## src/verilog/load_unit_pkg.sv

```systemverilog
// Purpose: Shared constants and types for the load address and format unit
// Assumes: Big-endian data, bit 31 of a port is bit 0 in memory numbering
// Notes: Opcode and state encodings are local to this unit

package load_unit_pkg;

    // ----------------------------------------
    // Operation and state encodings
    // ----------------------------------------
    typedef enum logic [3:0] {
        OP_BYTE_Z   = 4'b0000,
        OP_HALF_Z   = 4'b0001,
        OP_HALF_S   = 4'b0010,
        OP_HALF_REV = 4'b0011,
        OP_WORD     = 4'b0100,
        OP_WORD_REV = 4'b0101,
        OP_RESERVE  = 4'b0110,
        OP_MULTI    = 4'b0111,
        OP_STR_IMM  = 4'b1000,
        OP_STR_IDX  = 4'b1001,
        OP_FLOAT_S  = 4'b1010
    } load_op_t;

    typedef enum logic [1:0] {
        ST_IDLE = 2'b00,
        ST_WAIT = 2'b01
    } state_t;

    // ----------------------------------------
    // Sizes, counts and field positions
    // ----------------------------------------
    localparam logic [1:0] SIZE_BYTE = 2'h0;
    localparam logic [1:0] SIZE_HALF = 2'h1;
    localparam logic [1:0] SIZE_WORD = 2'h2;
    localparam logic [4:0] REG_ZERO = 5'h00;
    localparam logic [6:0] STR_DEFAULT_COUNT = 7'h20;
    localparam logic [6:0] WORD_BYTES = 7'h04;
    localparam int XER_COUNT_MSB = 6;
    localparam logic [31:0] WORD_STEP = 32'h0000_0004;
    localparam logic [31:0] RESERVE_MASK = 32'hFFFF_FFFC;

    // Single to double exponent handling
    localparam logic [10:0] EXP_REBIAS = 11'h380;
    localparam logic [7:0] SGL_EXP_MAX = 8'hFF;
    localparam logic [10:0] DBL_EXP_MAX = 11'h7FF;

endpackage : load_unit_pkg

```

## src/verilog/load_unit.sv

```systemverilog
// Purpose: Effective address, sequencing and formatting of core loads
// Assumes: Memory holds memReq until memAck, data valid with memAck
// Notes: One request in flight; reqReady low while busy

`timescale 1ns/100ps

// Functional notes
// (RULE1) Indexed address is index value plus base value, or zero for base field 0.
// (RULE2) Displacement address is sign-extended displacement plus base value or zero.
// (RULE3) Signed halfword fills upper sixteen bits with the halfword sign bit.
// (RULE4) Unsigned halfword clears upper sixteen destination bits.
// (RULE5) Update forms write the effective address back to the base register.
// (RULE6) Update with base zero, or integer base equal destination, is illegal.
// (RULE7) Swapped halfword exchanges its two bytes, upper half cleared.
// (RULE8) Swapped word reverses all four bytes.
// (RULE9) Swapped loads take the same cycles as plain loads.
// (RULE10) Multiple load fills destination through 31; misaligned address traps. Destination 0 wraps the byte count to zero, so one register is loaded.
// (RULE11) Immediate string count from field, zero meaning 32; ceil(n/4) registers.
// (RULE12) String bytes pack left to right, registers wrap, tail bytes cleared.
// (RULE13) Indexed string count from exception register low seven bits; zero writes nothing.
// (RULE14) Indexed string with source in loaded range raises illegal form.
// (RULE15) Reserve load sets reservation flag and replaces its address.
// (RULE16) Reserve load with non-word-aligned address traps on alignment.
// (RULE17) Single float load widens word to double into float destination.
module load_unit (
    input wire logic clk,
    input wire logic rst_b,
    input wire logic clkEn,
    input wire logic reqValid,
    input wire load_unit_pkg::load_op_t reqOp,
    input wire logic useIndex,
    input wire logic update,
    input wire logic [4:0] destRegField,
    input wire logic [4:0] baseRegField,
    input wire logic [4:0] indexRegField,
    input wire logic [15:0] displacement,
    input wire logic [4:0] byteCountField,
    input wire logic [31:0] baseValue,
    input wire logic [31:0] indexValue,
    input wire logic [31:0] fixedPointExceptionReg,
    input wire logic reserveClear,
    input wire logic memAck,
    input wire logic [31:0] memRdata,
    output logic reqReady,
    output logic memReq,
    output logic [31:0] memAddr,
    output logic [1:0] memSize,
    output logic gprWrEn,
    output logic [4:0] gprWrAddr,
    output logic [31:0] gprWrData,
    output logic fprWrEn,
    output logic [4:0] fprWrAddr,
    output logic [63:0] fprWrData,
    output logic baseWrEn,
    output logic [4:0] baseWrAddr,
    output logic [31:0] baseWrData,
    output logic alignExc,
    output logic illegalExc,
    output logic done,
    output logic reserveValid,
    output logic [31:0] reserveAddr
);

    // ----------------------------------------
    // Address formation
    // ----------------------------------------
    wire take = reqValid && reqReady;
    wire isStrImm = (reqOp == load_unit_pkg::OP_STR_IMM);
    wire isStrIdx = (reqOp == load_unit_pkg::OP_STR_IDX);
    wire isMulti = (reqOp == load_unit_pkg::OP_MULTI);
    wire isFloat = (reqOp == load_unit_pkg::OP_FLOAT_S);
    wire [31:0] baseOperand = (baseRegField == load_unit_pkg::REG_ZERO) ? 32'h0 : baseValue; // RULE1
    wire [31:0] dispExt = {{16{displacement[15]}}, displacement}; // RULE2
    wire [31:0] offset = isStrImm ? 32'h0 : (useIndex ? indexValue : dispExt);
    wire [31:0] effectiveAddress = 32'(baseOperand + offset); // RULE1 RULE2

    // ----------------------------------------
    // Byte and register counts
    // ----------------------------------------
    wire [6:0] immCount = (byteCountField == 5'h00) ? load_unit_pkg::STR_DEFAULT_COUNT
                                                    : {2'h0, byteCountField}; // RULE11
    wire [6:0] xerCount = fixedPointExceptionReg[load_unit_pkg::XER_COUNT_MSB:0]; // RULE13
    wire [6:0] multiCount = 7'({2'h0, 5'h1F - destRegField} + 7'h01) << 2; // RULE10
    wire [6:0] byteCount = isStrImm ? immCount : isStrIdx ? xerCount :
                           isMulti ? multiCount : load_unit_pkg::WORD_BYTES;
    wire [5:0] regCount = 6'((8'({1'b0, byteCount}) + 8'h03) >> 2); // RULE11
    wire [4:0] baseDist = 5'(baseRegField - destRegField);
    wire [4:0] indexDist = 5'(indexRegField - destRegField);
    wire baseInRange = ({1'b0, baseDist} < regCount);
    wire indexInRange = ({1'b0, indexDist} < regCount);

    // ----------------------------------------
    // Form and alignment checks
    // ----------------------------------------
    wire updBad = update && !isMulti && !isStrImm && !isStrIdx &&
                  ((baseRegField == load_unit_pkg::REG_ZERO) ||
                   (!isFloat && baseRegField == destRegField)); // RULE6
    wire multiBad = (isMulti || isStrImm) && baseInRange;
    wire strIdxBad = isStrIdx && (((xerCount != 7'h00) && (baseInRange || indexInRange)) ||
                     destRegField == baseRegField || destRegField == indexRegField); // RULE14
    wire illegalNow = updBad || multiBad || strIdxBad;
    wire misaligned = (effectiveAddress[1:0] != 2'b00);
    wire alignNow = !illegalNow && misaligned &&
                    (isMulti || reqOp == load_unit_pkg::OP_RESERVE); // RULE10 RULE16
    wire emptyStr = isStrIdx && (xerCount == 7'h00); // RULE13
    wire startAccess = take && !illegalNow && !alignNow && !emptyStr;
    wire [1:0] sizeNow = (reqOp == load_unit_pkg::OP_BYTE_Z) ? load_unit_pkg::SIZE_BYTE :
                         (reqOp == load_unit_pkg::OP_HALF_Z || reqOp == load_unit_pkg::OP_HALF_S ||
                          reqOp == load_unit_pkg::OP_HALF_REV) ? load_unit_pkg::SIZE_HALF :
                         load_unit_pkg::SIZE_WORD;

    // ----------------------------------------
    // Sequencing state
    // ----------------------------------------
    load_unit_pkg::state_t state_reg, state_next;
    load_unit_pkg::load_op_t op_reg;
    logic [31:0] ea_reg;
    logic [6:0] rem_reg;
    logic [4:0] dest_reg;
    logic [4:0] baseField_reg;
    logic update_reg;
    wire ack = memReq && memAck;
    wire lastBeat = (rem_reg <= load_unit_pkg::WORD_BYTES);
    wire [2:0] validBytes = lastBeat ? rem_reg[2:0] : 3'h4;
    wire [31:0] fmtGpr;
    wire [63:0] fmtFpr;

    always_comb
    begin
        state_next = state_reg;
        case (state_reg)
            load_unit_pkg::ST_IDLE: if (startAccess) state_next = load_unit_pkg::ST_WAIT;
            load_unit_pkg::ST_WAIT: if (ack && lastBeat) state_next = load_unit_pkg::ST_IDLE;
            default: state_next = load_unit_pkg::ST_IDLE;
        endcase
    end

    load_formatter u_fmt (
        .op(op_reg),
        .rawWord(memRdata),
        .validBytes(validBytes),
        .gprData(fmtGpr),
        .fprData(fmtFpr)
    );

    always_ff @(posedge clk or negedge rst_b)
    begin
        if (!rst_b)
        begin
            state_reg <= load_unit_pkg::ST_IDLE;
            op_reg <= load_unit_pkg::OP_WORD;
            ea_reg <= 32'h0;
            rem_reg <= 7'h00;
            dest_reg <= 5'h00;
            baseField_reg <= 5'h00;
            update_reg <= 1'b0;
        end
        else if (clkEn)
        begin
            state_reg <= state_next;
            if (startAccess)
            begin
                op_reg <= reqOp;
                ea_reg <= effectiveAddress;
                rem_reg <= byteCount;
                dest_reg <= destRegField;
                baseField_reg <= baseRegField;
                update_reg <= update;
            end
            else if (ack && !lastBeat)
            begin
                ea_reg <= 32'(ea_reg + load_unit_pkg::WORD_STEP);
                rem_reg <= 7'(rem_reg - load_unit_pkg::WORD_BYTES);
                dest_reg <= 5'(dest_reg + 5'h01); // RULE12
            end
        end
    end

    // ----------------------------------------
    // Registered outputs
    // ----------------------------------------
    wire isFloatOp = (op_reg == load_unit_pkg::OP_FLOAT_S);
    wire [31:0] nextAddr = 32'(ea_reg + load_unit_pkg::WORD_STEP);

    always_ff @(posedge clk or negedge rst_b)
    begin
        if (!rst_b)
        begin
            reqReady <= 1'b0;
            memReq <= 1'b0;
            memAddr <= 32'h0;
            memSize <= load_unit_pkg::SIZE_WORD;
            gprWrEn <= 1'b0;
            gprWrAddr <= 5'h00;
            gprWrData <= 32'h0;
            fprWrEn <= 1'b0;
            fprWrAddr <= 5'h00;
            fprWrData <= 64'h0;
            baseWrEn <= 1'b0;
            baseWrAddr <= 5'h00;
            baseWrData <= 32'h0;
            alignExc <= 1'b0;
            illegalExc <= 1'b0;
            done <= 1'b0;
        end
        else if (clkEn)
        begin
            reqReady <= (state_next == load_unit_pkg::ST_IDLE) && !startAccess;
            gprWrEn <= ack && !isFloatOp;
            gprWrAddr <= dest_reg;
            gprWrData <= fmtGpr;
            fprWrEn <= ack && isFloatOp; // RULE17
            fprWrAddr <= dest_reg;
            fprWrData <= fmtFpr;
            baseWrEn <= ack && lastBeat && update_reg; // RULE5
            baseWrAddr <= baseField_reg;
            baseWrData <= ea_reg;
            illegalExc <= take && illegalNow;
            alignExc <= take && alignNow;
            done <= (ack && lastBeat) || (take && emptyStr);
            if (startAccess)
            begin
                memReq <= 1'b1;
                memAddr <= effectiveAddress;
                memSize <= sizeNow;
            end
            else if (ack)
            begin
                memReq <= !lastBeat;
                memAddr <= nextAddr;
            end
        end
    end

    // Set wins when a new reservation meets a clear
    always_ff @(posedge clk or negedge rst_b)
    begin
        if (!rst_b)
        begin
            reserveValid <= 1'b0;
            reserveAddr <= 32'h0;
        end
        else if (clkEn)
        begin
            if (ack && op_reg == load_unit_pkg::OP_RESERVE)
            begin
                reserveValid <= 1'b1; // RULE15
                reserveAddr <= ea_reg & load_unit_pkg::RESERVE_MASK;
            end
            else if (reserveClear)
            begin
                reserveValid <= 1'b0;
            end
        end
    end

    wire single = !isStrImm && !isStrIdx && !isMulti;
endmodule : load_unit

```

## src/verilog/load_formatter.sv

```systemverilog
// Purpose: Formats a memory word into destination register data
// Assumes: Byte data in bits 7:0, halfword in 15:0, word in 31:0
// Notes: Purely combinational, adds no pipeline stage

`timescale 1ns/100ps

module load_formatter (
    input wire load_unit_pkg::load_op_t op,
    input wire logic [31:0] rawWord,
    input wire logic [2:0] validBytes,
    output logic [31:0] gprData,
    output logic [63:0] fprData
);

    // ----------------------------------------
    // Candidate results
    // ----------------------------------------
    wire [31:0] byteZ = {24'h000000, rawWord[7:0]};
    wire [31:0] halfZ = {16'h0000, rawWord[15:0]}; // RULE4
    wire [31:0] halfS = {{16{rawWord[15]}}, rawWord[15:0]}; // RULE3
    wire [31:0] halfRev = {16'h0000, rawWord[7:0], rawWord[15:8]}; // RULE7
    wire [31:0] wordRev = {rawWord[7:0], rawWord[15:8], rawWord[23:16], rawWord[31:24]}; // RULE8
    wire [31:0] strWord;

    // Keep leading bytes, clear unfilled low-order bytes
    genvar i;
    generate
        for (i = 0; i < 4; i = i + 1)
        begin : g_mask
            assign strWord[31 - 8 * i -: 8] =
                (3'(i) < validBytes) ? rawWord[31 - 8 * i -: 8] : 8'h00; // RULE12
        end
    endgenerate

    // ----------------------------------------
    // Single to double conversion
    // ----------------------------------------
    // Subnormal inputs are not renormalised here
    wire [7:0] sglExp = rawWord[30:23];
    wire [10:0] dblExp = (sglExp == load_unit_pkg::SGL_EXP_MAX) ? load_unit_pkg::DBL_EXP_MAX :
                         (sglExp == 8'h00) ? 11'h000 :
                         11'({3'h0, sglExp} + load_unit_pkg::EXP_REBIAS);
    assign fprData = {rawWord[31], dblExp, rawWord[22:0], 29'h00000000}; // RULE17

    // Same path for swapped and plain loads, so no added latency
    assign gprData = (op == load_unit_pkg::OP_BYTE_Z) ? byteZ :
                     (op == load_unit_pkg::OP_HALF_Z) ? halfZ :
                     (op == load_unit_pkg::OP_HALF_S) ? halfS :
                     (op == load_unit_pkg::OP_HALF_REV) ? halfRev : // RULE9
                     (op == load_unit_pkg::OP_WORD_REV) ? wordRev :
                     (op == load_unit_pkg::OP_MULTI) ? rawWord :
                     (op == load_unit_pkg::OP_STR_IMM) ? strWord :
                     (op == load_unit_pkg::OP_STR_IDX) ? strWord :
                     rawWord;

endmodule : load_formatter

```

## config.mk

```make
export PLATFORM = sky130hd
export DESIGN_NAME = load_unit
export DESIGN_NICKNAME = d
export VERILOG_FILES = /design/src/verilog/load_unit_pkg.sv /design/src/verilog/load_unit.sv /design/src/verilog/load_formatter.sv
export SDC_FILE = /design/constraint.sdc
export NUM_CORES = 1
export LEC_CHECK = 0
export ABC_AREA = 1
export BUFFER_PORTS_ARGS = -buffer_cell sky130_fd_sc_hd__buf_2
export CAP_MARGIN = 0
export CORE_ASPECT_RATIO = 0.7
export CORE_MARGIN = 8
export CORE_UTILIZATION = 45
export CTS_BUF_LIST = sky130_fd_sc_hd__clkbuf_4 sky130_fd_sc_hd__clkbuf_8 sky130_fd_sc_hd__clkbuf_16
export CTS_CLUSTER_SIZE = 20
export DETAILED_ROUTE_END_ITERATION = 6
export HOLD_SLACK_MARGIN = 0.06
export PLACE_DENSITY = 0.71
export SETUP_SLACK_MARGIN = 0.3
export SKIP_LAST_GASP = 1
export SYNTH_ARGS = -nofsm -noshare
export SYNTH_HDL_FRONTEND = slang
export SYNTH_SLANG_ARGS = --single-unit
```

## constraint.sdc

```tcl
create_clock -name clk -period 2.6 [get_ports clk]
set_input_delay 0.39 -clock clk [delete_from_list [all_inputs] [get_ports clk]]
set_output_delay 0.39 -clock clk [all_outputs]
set_load 0.05 [all_outputs]
```

==> run summary, run 1 <==
The run finished, with violations left. The checks that failed: negative setup slack. The predominant post-synthesis flop cell is dfrtp_1. The standard cell with the maximum stage delay on the critical path is fa_2. The synthesized netlist contains 47 unique library cells. Met2 track demand over resource in global routing: 39.2%. The beginning of the worst register-to-register path is ea_reg[2]. 0 antenna diodes ended up in the layout. The final weighted congestion in routability-driven placement is 0.985, and the count of vias placed by the detailed router is 15846.

The synthesized design contains 0 enable-type register cells. Of all flip-flops after synthesis, the portion carrying an async set or reset was 100%. The synthesized netlist occupies a cell area of 14600 um2. The first global-routing pass estimated 83300 um of wire. The total DRC errors in the routed layout was 0; the final critical path time including I/O delays and setup was 2.88 ns. The detailed router finished its first iteration with 1861 violations. The floorplan has 55 rows. The area of the core is 32100 um2.

In the routed layout, each cell is associated on average with a via count of 5.23. From left edge to right edge, the die measures 231 um. After clock tree synthesis, the clock-pin slew on the worst setup and hold paths is 0.06 ns. For this block, the routed nets add up to 54500 um of wire.

Including well taps, the total number of placed cells is 2943. The average cell area after synthesis was 7.23 um2; the number of warning messages in the yosys log was 0. Global routing used 5.75% of the available met3 tracks. By instance count, the cell type seen most on the critical path is nand2_1. The global routing met1 resource utilization is 38.1%, and the final clock skew is 0.0302 ns.

In this design, the stage delay of the slowest critical-path cell is 0.38 ns. The worst setup path is captured at a register. The clock reaches the later pin of the worst-skew pair after 0.54 ns. The critical path starts at destRegField[1]. The worst setup path is launched from an input pin. TritonCTS built the clock tree. In the final design database the tool counted 2809 nets. The detail route stage leaves a number of antenna-violating nets equal to 0. In the synthesized netlist, the number of instances is 2015. The final instance area was 21300 um2; the transition time at the pin with the least slew margin was 0.661 ns.

The post-layout worst setup margin is -0.285 ns, and the pin count of the biggest net entering global routing is 157. The number of input and output port buffers inserted is 337, and the relative slew slack is 55.9%. IR analysis of the VDD net gives a maximum drop of 0.673 mV. In this run the static leakage power is 11.7 nW. Once detailed placement completed, the half-perimeter wirelength came to 40100 um.

The initial utilization of the core area, before any placement, comes to 45.4%. Dividing the final minimum period by the clock period gives 111%. The largest fanout on the critical path is 7, and the H-tree level count is 1.

Relative to the synthesized area, the layout overhead comes to 46.0%. The top cell family by delay on the critical path was simple AND/OR/NAND/NOR gates. For the floorplan die area, the log shows 38500 um2.

The signal on the critical path passes through buf_8, clkinvlp_4, buf_6, fa_2, a221oi_4, xnor2_2, ha_1, nand2_1, inv_1, nand2_1, nand2_1, nand3_2, nand2_2, nand2_2, nand2_4, buf_12, nand3_4, clkbuf_16, nand2_1, nand2_1, nand2_1, nand2_1. For this run, the detailed router's first-pass iteration total came to 5. The required time of the critical path was 3.00 ns; the final setup violation count was 93. In this run, synthesis produced a sequential element count of 236. The sequential-to-total area share from yosys stat came out at 40.6%.

The number of hold violations in the final report is 0, and the setup slack at placement is -0.959 ns. For the power after layout, the log shows 21.2 mW. More flip-flops sit in one register than any other, and that register is fprWrData.

Clock tree synthesis found a total of 236 sinks. The global routing's busiest layer is met2. Of the cells placed in the final design, the portion with a size suffix greater than 1 is 36.1%. The startpoint identified for the worst hold timing path is memRdata[20]. The tools report the initial antenna violation count as 0. The maximum number of buffers from clock root to sink is 3, and the number of clock buffers inserted by TritonCTS is 26.

The register with the most flip-flops in the layout has 33 of them. The post-detailed-placement cell area is 18600 um2, and the wire length per cell after detailed routing is 18.0 um. The run gives 3027 as the non-filler instance count after layout. Setup repair after global routing could not meet its margin everywhere. For the number of top-level design ports, the log shows 394. The setup path with the least slack is of type in2reg.

The height of the die is 166 um, and the arrival time reported for the critical path endpoint is 3.29 ns. The tools report the aggregate global-route resource usage as 26.2%. The number of global-route vias before repair is 15417. Together, buffers and inverters on the worst path number 6. The worst hold path belongs to the class in2reg.

The tools report the number of max-slew violations in the final report as 0. Clock root buffer: clkbuf_16. The run gives 0 as the total global routing overflow.

The cell area power density came out at 999 nW/um2. Based on the critical path, the design can be clocked at up to 0.347 GHz. The filler cells instantiated in the layout total 2664. Max-cap violations in this run came to 0.
## synth_stat cells (6+ instances only)
library cell  number  area share, %
nor2_1            78            2.0
o31ai_1            9           0.46
xor2_1            58            3.5
clkbuf_1          64            1.7
o221ai_1           8           0.48
nor4_1             7           0.30
a32o_1             9           0.62
nand3_1          143            4.9
a31oi_1            9           0.39
inv_2              7           0.18
o21ai_0          154            5.3
a21oi_1           49            1.7
nor3_1            22           0.76
buf_2             16           0.55
dfrtp_1          234             40
o21a_1             6           0.31
ha_1              50            4.3
xnor2_1           15           0.90
buf_1              8           0.21
nand2_1          727             19
buf_4             41            2.1
inv_1            203            5.2
nand4_1           51            2.2
## worst paths after layout
check                                endpoint  slack, ns  cells past startpoint
worst max-delay path              memAddr[20]      -0.28                     22
worst min-delay path            fprWrData[49]       0.09                      3
worst max register to register    memAddr[27]      -0.22                     17
worst min register to register  fprWrData[58]       0.46                      2
min in group asynchronous          memSize[0]       0.42                      2
max in group asynchronous          ea_reg[16]       1.39                      3
## metrics by stage
stage	util, %	setup TNS [ns]	hold WS [ns]
2_1_floorplan	-	-30.74	0.0944
3_3_place_gp	57.9	-69.12	0.366
3_5_place_dp	57.9	-72.70	0.379
4_1_cts	63.7	-7.01	0.0699
5_1_grt	66.3	-31.13	0.0893
6_report	66.3	-19.19	0.0892
## power by group
| group | leakage, nW | internal, mW | total, mW | switching (mW) |
|---|---|---|---|---|
| combinational | 8.16 | 3.56 | 11.5 | 7.90 |
| sequential | 3.06 | 4.95 | 5.94 | 0.992 |
| clock | 0.434 | 2.27 | 3.84 | 1.57 |
| total | 11.7 | 10.8 | 21.2 | 10.5 |
## per-layer routing
metal  vias up  wire [um]
li1       7568          -
met1      7471      24500
met2       707      23900
met3       100       4660
met4         0       1430
met5         -          0
## layout make-up
cell class	count	area, um2	share of cell area, %
Sequential cell	236	5910	27.8
Clock buffer	32	714	3.36
Inverter	214	821	3.86
Timing Repair Buffer	636	4550	21.4
Multi-Input combinational cell	1466	8540	40.2
Tap cell	427	534	2.51
Clock inverter	16	190	0.894
## timing repair
item                                    4_1_cts  5_1_grt
hold buffers                                  1        0
cloned                                        6        6
hold endpoints to repair                     55        0
pin swaps                                    92       84
setup buffers                                19        4
endpoints found under the setup margin       93      125
gates resized for setup                     134      202
## cells by family (layout without fill, tap and decap cells)
kind of cell | after synthesis | in the layout | synth area share, %
AND/OR/NAND/NOR | 1045 | 1045 | 30.0
buffers and inverters | 343 | 898 | 10.0
AO/OA/AOI/OAI | 264 | 264 | 10.3
flip-flops | 236 | 236 | 40.6
XOR/XNOR | 73 | 73 | 4.39
adder cells (fa/ha/maj) | 53 | 53 | 4.71
other | 1 | 31 | 0.0258
## cell usage in the layout (no fill, tap or decap), types with 10 or more instances in the layout
cell type	synthesis	final
buf_6	0	15
dfrtp_1	234	233
nand2_1	727	591
o21ai_0	154	133
nand4_1	51	51
xnor2_1	15	13
nor3_1	22	17
nand2_2	2	92
nand3_2	1	11
o21ai_1	1	13
xor2_1	58	54
ha_4	0	18
nor2_1	78	64
nand2_4	0	45
buf_4	41	247
clkbuf_16	0	31
buf_12	0	22
conb_1	1	31
inv_1	203	196
nor2_4	2	10
nand3_1	143	131
buf_2	16	332
a21oi_2	0	10
a21oi_1	49	37
ha_1	50	31
## worst reg2reg max path, cell delays in order, from the launching register on
cell and delay (ns):
dfrtp_1 0.39, inv_1 0.07, nor3_1 0.14, buf_4 0.15, inv_1 0.05, nor2_1 0.13, nand3_1 0.15, nor4_2 0.22
nand3_1 0.14, nor2_1 0.26, nand3_1 0.21, nor2_1 0.18, buf_4 0.13, xor2_1 0.27, nand2_4 0.09, nand2_4 0.08
nand2_2 0.07, nand2_2 0.05
(Power assumes the default switching activity.)
==> inputs of run 2 (changes only) <==
--- a/config.mk
+++ b/config.mk
@@ -14,9 +14,11 @@
 export CTS_BUF_LIST = sky130_fd_sc_hd__clkbuf_4 sky130_fd_sc_hd__clkbuf_8 sky130_fd_sc_hd__clkbuf_16
 export CTS_CLUSTER_SIZE = 20
 export DETAILED_ROUTE_END_ITERATION = 6
+export GPL_TIMING_DRIVEN = 0
 export HOLD_SLACK_MARGIN = 0.06
 export PLACE_DENSITY = 0.71
 export SETUP_SLACK_MARGIN = 0.3
+export SKIP_CTS_REPAIR_TIMING = 1
 export SKIP_LAST_GASP = 1
 export SYNTH_ARGS = -nofsm -noshare
 export SYNTH_HDL_FRONTEND = slang
==> run 2 against run 1 <==
Net effect:
- the run still ends with negative setup slack left
- clock skew fell by 0.013 ns
- combinational power fell by 12%
- via count decreased by 3.9%
- power shrank 7.1%
- first-iteration DRC count decreased by 21%
- core utilization down 4.9 points
- cell count shrank 3.4%
- setup slack lost 0.024 ns
- critical path depth increased by 1
- sequential share of layout area rose by 2.2 points
- largest cell class unchanged
==> run summary, run 2 (same netlist as run 1, synthesis figures left out) <==
The share of the clock period used by the worst path works out to 112% (+0.91 points). The maximum VDD drop was 0.784 mV (+17%); the fraction of layout instances using a drive strength above 1 was 28.0% (-8.0 points). Leaving out fill and tap cells, the most frequent cells in the layout are 688 x nand2_1, 332 x buf_2, 233 x dfrtp_1. The wire length the detailed router placed on met1 came out at 25800 um (+5.2%). The tools report the met2 routed wirelength as 23000 um (-3.8%). In this run the worst hold path is classified as in2reg. Most common library cell in the layout ignoring fill and taps: nand2_1. The register bank with the most flops was fprWrData. The final-layout fill cell count is 2986 (+12%), and the final clock skew is 0.0167 ns (-0.0134 ns). Required time of the critical path: 3.00 ns (about the same). Setup repair after global routing could not meet its margin everywhere. The worst setup path is captured at a register. The aggregate negative setup slack was -23.11 ns (-3.92 ns); the number of top-level design ports was 394 (unchanged). The run gives 3.31 ns (+0.02 ns) as the arrival time reported for the critical path endpoint. The height of the die is 166 um (unchanged).

Count of vias placed by the detailed router: 15225 (-3.9%). The relative slew slack is 49.2% (-6.7 points), and the wire length on met3 is 3990 um (-14%). Cell area power density: 1000 nW/um2 (+0.36%).

The initial antenna violation count came out at 1 (+1). The cell sitting at the root of the clock tree is a clkbuf_16. The post-route antenna net violation count is 0 (unchanged), and the area of the multi-input gates is 8190 um2 (-4.1%). The maximum number of buffers from clock root to sink was 3 (unchanged). The final wirelength is 53900 um (-1.0%), and the clock latency reported for the late side of the worst-skew pair is 0.54 ns (about the same). The tools report the non-filler instance count after layout as 2925 (-3.4%).

The tools report the cell row count as 55 (unchanged). The total global routing overflow came out at 0 (unchanged). TritonCTS built the clock tree. The number of detailed-routing iterations run before antenna repair is 5 (unchanged), and the width of the chip is 231 um (unchanged).

The number of hold violations in the final report came out at 0 (unchanged). STA classifies the critical path startpoint as an input pin. H-tree level count: 1 (unchanged).

The clock input transition at the sequential cells of the worst setup and hold paths was 0.06 ns (about the same); the transition time at the pin with the least slew margin was 0.762 ns (+0.100 ns). The run gives 107 (-32%) as the pin count of the biggest net entering global routing. From synthesis to final layout, the design area changed by 35.2%. The run gives 2810 (-4.5%) as the number of placed instances with taps included. The wire length per cell after detailed routing works out to 18.4 um (+2.4%).

The number of max-slew violations in the final report was 0 (unchanged). The final reports fail on negative setup slack. The post-DP HPWL is 42100 um (+4.9%), and the leakage power of the design is 10.8 nW (-7.1%). The largest fanout on the critical path was 10 (+3); the final weighted congestion in routability-driven placement was 0.950 (-3.5%). The logs give 81500 um (-2.2%) for the global-route wire length before repair and 0 (unchanged) for the total DRC errors in the routed layout. The timing-limited maximum frequency is 0.344 GHz (-0.82%), and the detailed-route vias per instance is 5.21 (-0.57%). The number of input and output port buffers inserted came out at 336 (-0.30%). For the final net count, the log shows 2711 (-3.5%). The flow ran to the end, but the final reports show violations. The aggregate global-route resource usage was 26.0% (-0.23 points). The initial core utilization was 45.4% (unchanged); the final critical path time including I/O delays and setup was 2.91 ns (+0.0238 ns). The number of flip-flops in the largest register was 33 (unchanged). The setup path with the least slack is of type in2reg.

The number of global-route vias before repair is 14416 (-6.5%), and the number of max-capacitance violations reported is 0 (unchanged). Signal routing reaches up to met4. The logs give 236 (unchanged) for the clock sink count and 38500 um2 (unchanged) for the floorplan die area.

The post-layout worst setup margin is -0.308 ns (-0.0238 ns), and the number of clock buffers inserted by TritonCTS is 26 (unchanged). The footprint of the flip-flops and latches came out at 5910 um2 (unchanged). The end-of-flow core utilization is 61.4% (-4.9 points), and the area of the core is 32100 um2 (unchanged).

The logs give 1470 (-21%) for the initial detailed-routing violation count and 91 (-2.2%) for the final setup violation count.
run 2: cell count changes in the layout (fill, tap and decap cells not counted), moves of 8 or more:
cell	change
buf_12	-18
o21ai_1	-8
buf_4	-151
nand2_1	+97
clkbuf_1	+43
o21ai_0	+11
nand2_2	-62
nand2_4	-36
buf_6	+9
run 2: power breakdown:
part / switching (mW) / total [mW] / leakage, nW / internal [mW]
sequential: 0.987 / 5.94 / 3.06 / 4.95
combinational: 7.31 / 10.1 / 7.34 / 2.82
clock: 1.50 / 3.67 / 0.423 / 2.17
run 2: per-layer routing:
metal	vias up	GRT usage (%)
li1	7365	-
met1	7175	39.8
met2	606	37.6
met3	79	4.85
met4	0	5.58
met5	-	0
run 2: final timing paths:
path / startpoint / endpoint / slack, ns / cells past startpoint
worst max-delay path: reqOp[3] / memAddr[21] / -0.31 / 23
worst min-delay path: memRdata[18] / fprWrData[47] / 0.10 / 3
worst max register to register: ea_reg[4] / memAddr[31] / -0.14 / 16
worst min register to register: baseWrAddr[1] / baseWrAddr[1] / 0.47 / 2
max in group asynchronous: rst_b / baseWrData[14] / 0.96 / 4
min in group asynchronous: rst_b / baseWrAddr[1] / 0.37 / 2
run 2: cell type report:
type / instances / area share, %
Inverter: 214 / 4.24
Timing Repair Buffer: 408 / 12.5
Tap cell: 427 / 2.71
Sequential cell: 236 / 30.0
Antenna cell: 1 / 0.0127
Buffer: 129 / 4.56
Clock buffer: 37 / 3.95
Multi-Input combinational cell: 1467 / 41.6
Clock inverter: 6 / 0.369
run 2: through the flow:
| step | setup WS, ns | power [mW] | area [um2] | hold slack [ns] |
|---|---|---|---|---|
| 4_1_cts | -0.807 | 19.0 | 18000 | -0.211 |
| 3_3_place_gp | -2.98 | 15.2 | 17100 | 0.449 |
| 6_report | -0.308 | 19.7 | 19700 | 0.103 |
| 2_1_floorplan | -0.363 | 12.6 | 14900 | 0.0944 |
| 3_5_place_dp | -1.36 | 15.4 | 17200 | 0.340 |
| 5_1_grt | -0.449 | 20.8 | 19700 | 0.107 |
run 2: critical path: stages:
cell	delay, ns
buf_8	0.09
inv_6	0.04
nor2_4	0.23
nand2_4	0.15
nor2_1	0.21
nor2_4	0.08
nor2_4	0.15
nand3_4	0.10
or2_4	0.25
nand2_2	0.07
ha_1	0.12
nand2_1	0.06
inv_2	0.06
nand2_2	0.05
nand2_2	0.09
a21oi_4	0.07
nor2_4	0.22
buf_6	0.13
nand4_4	0.23
buf_8	0.23
buf_8	0.14
nand3_1	0.07
nand2_1	0.07
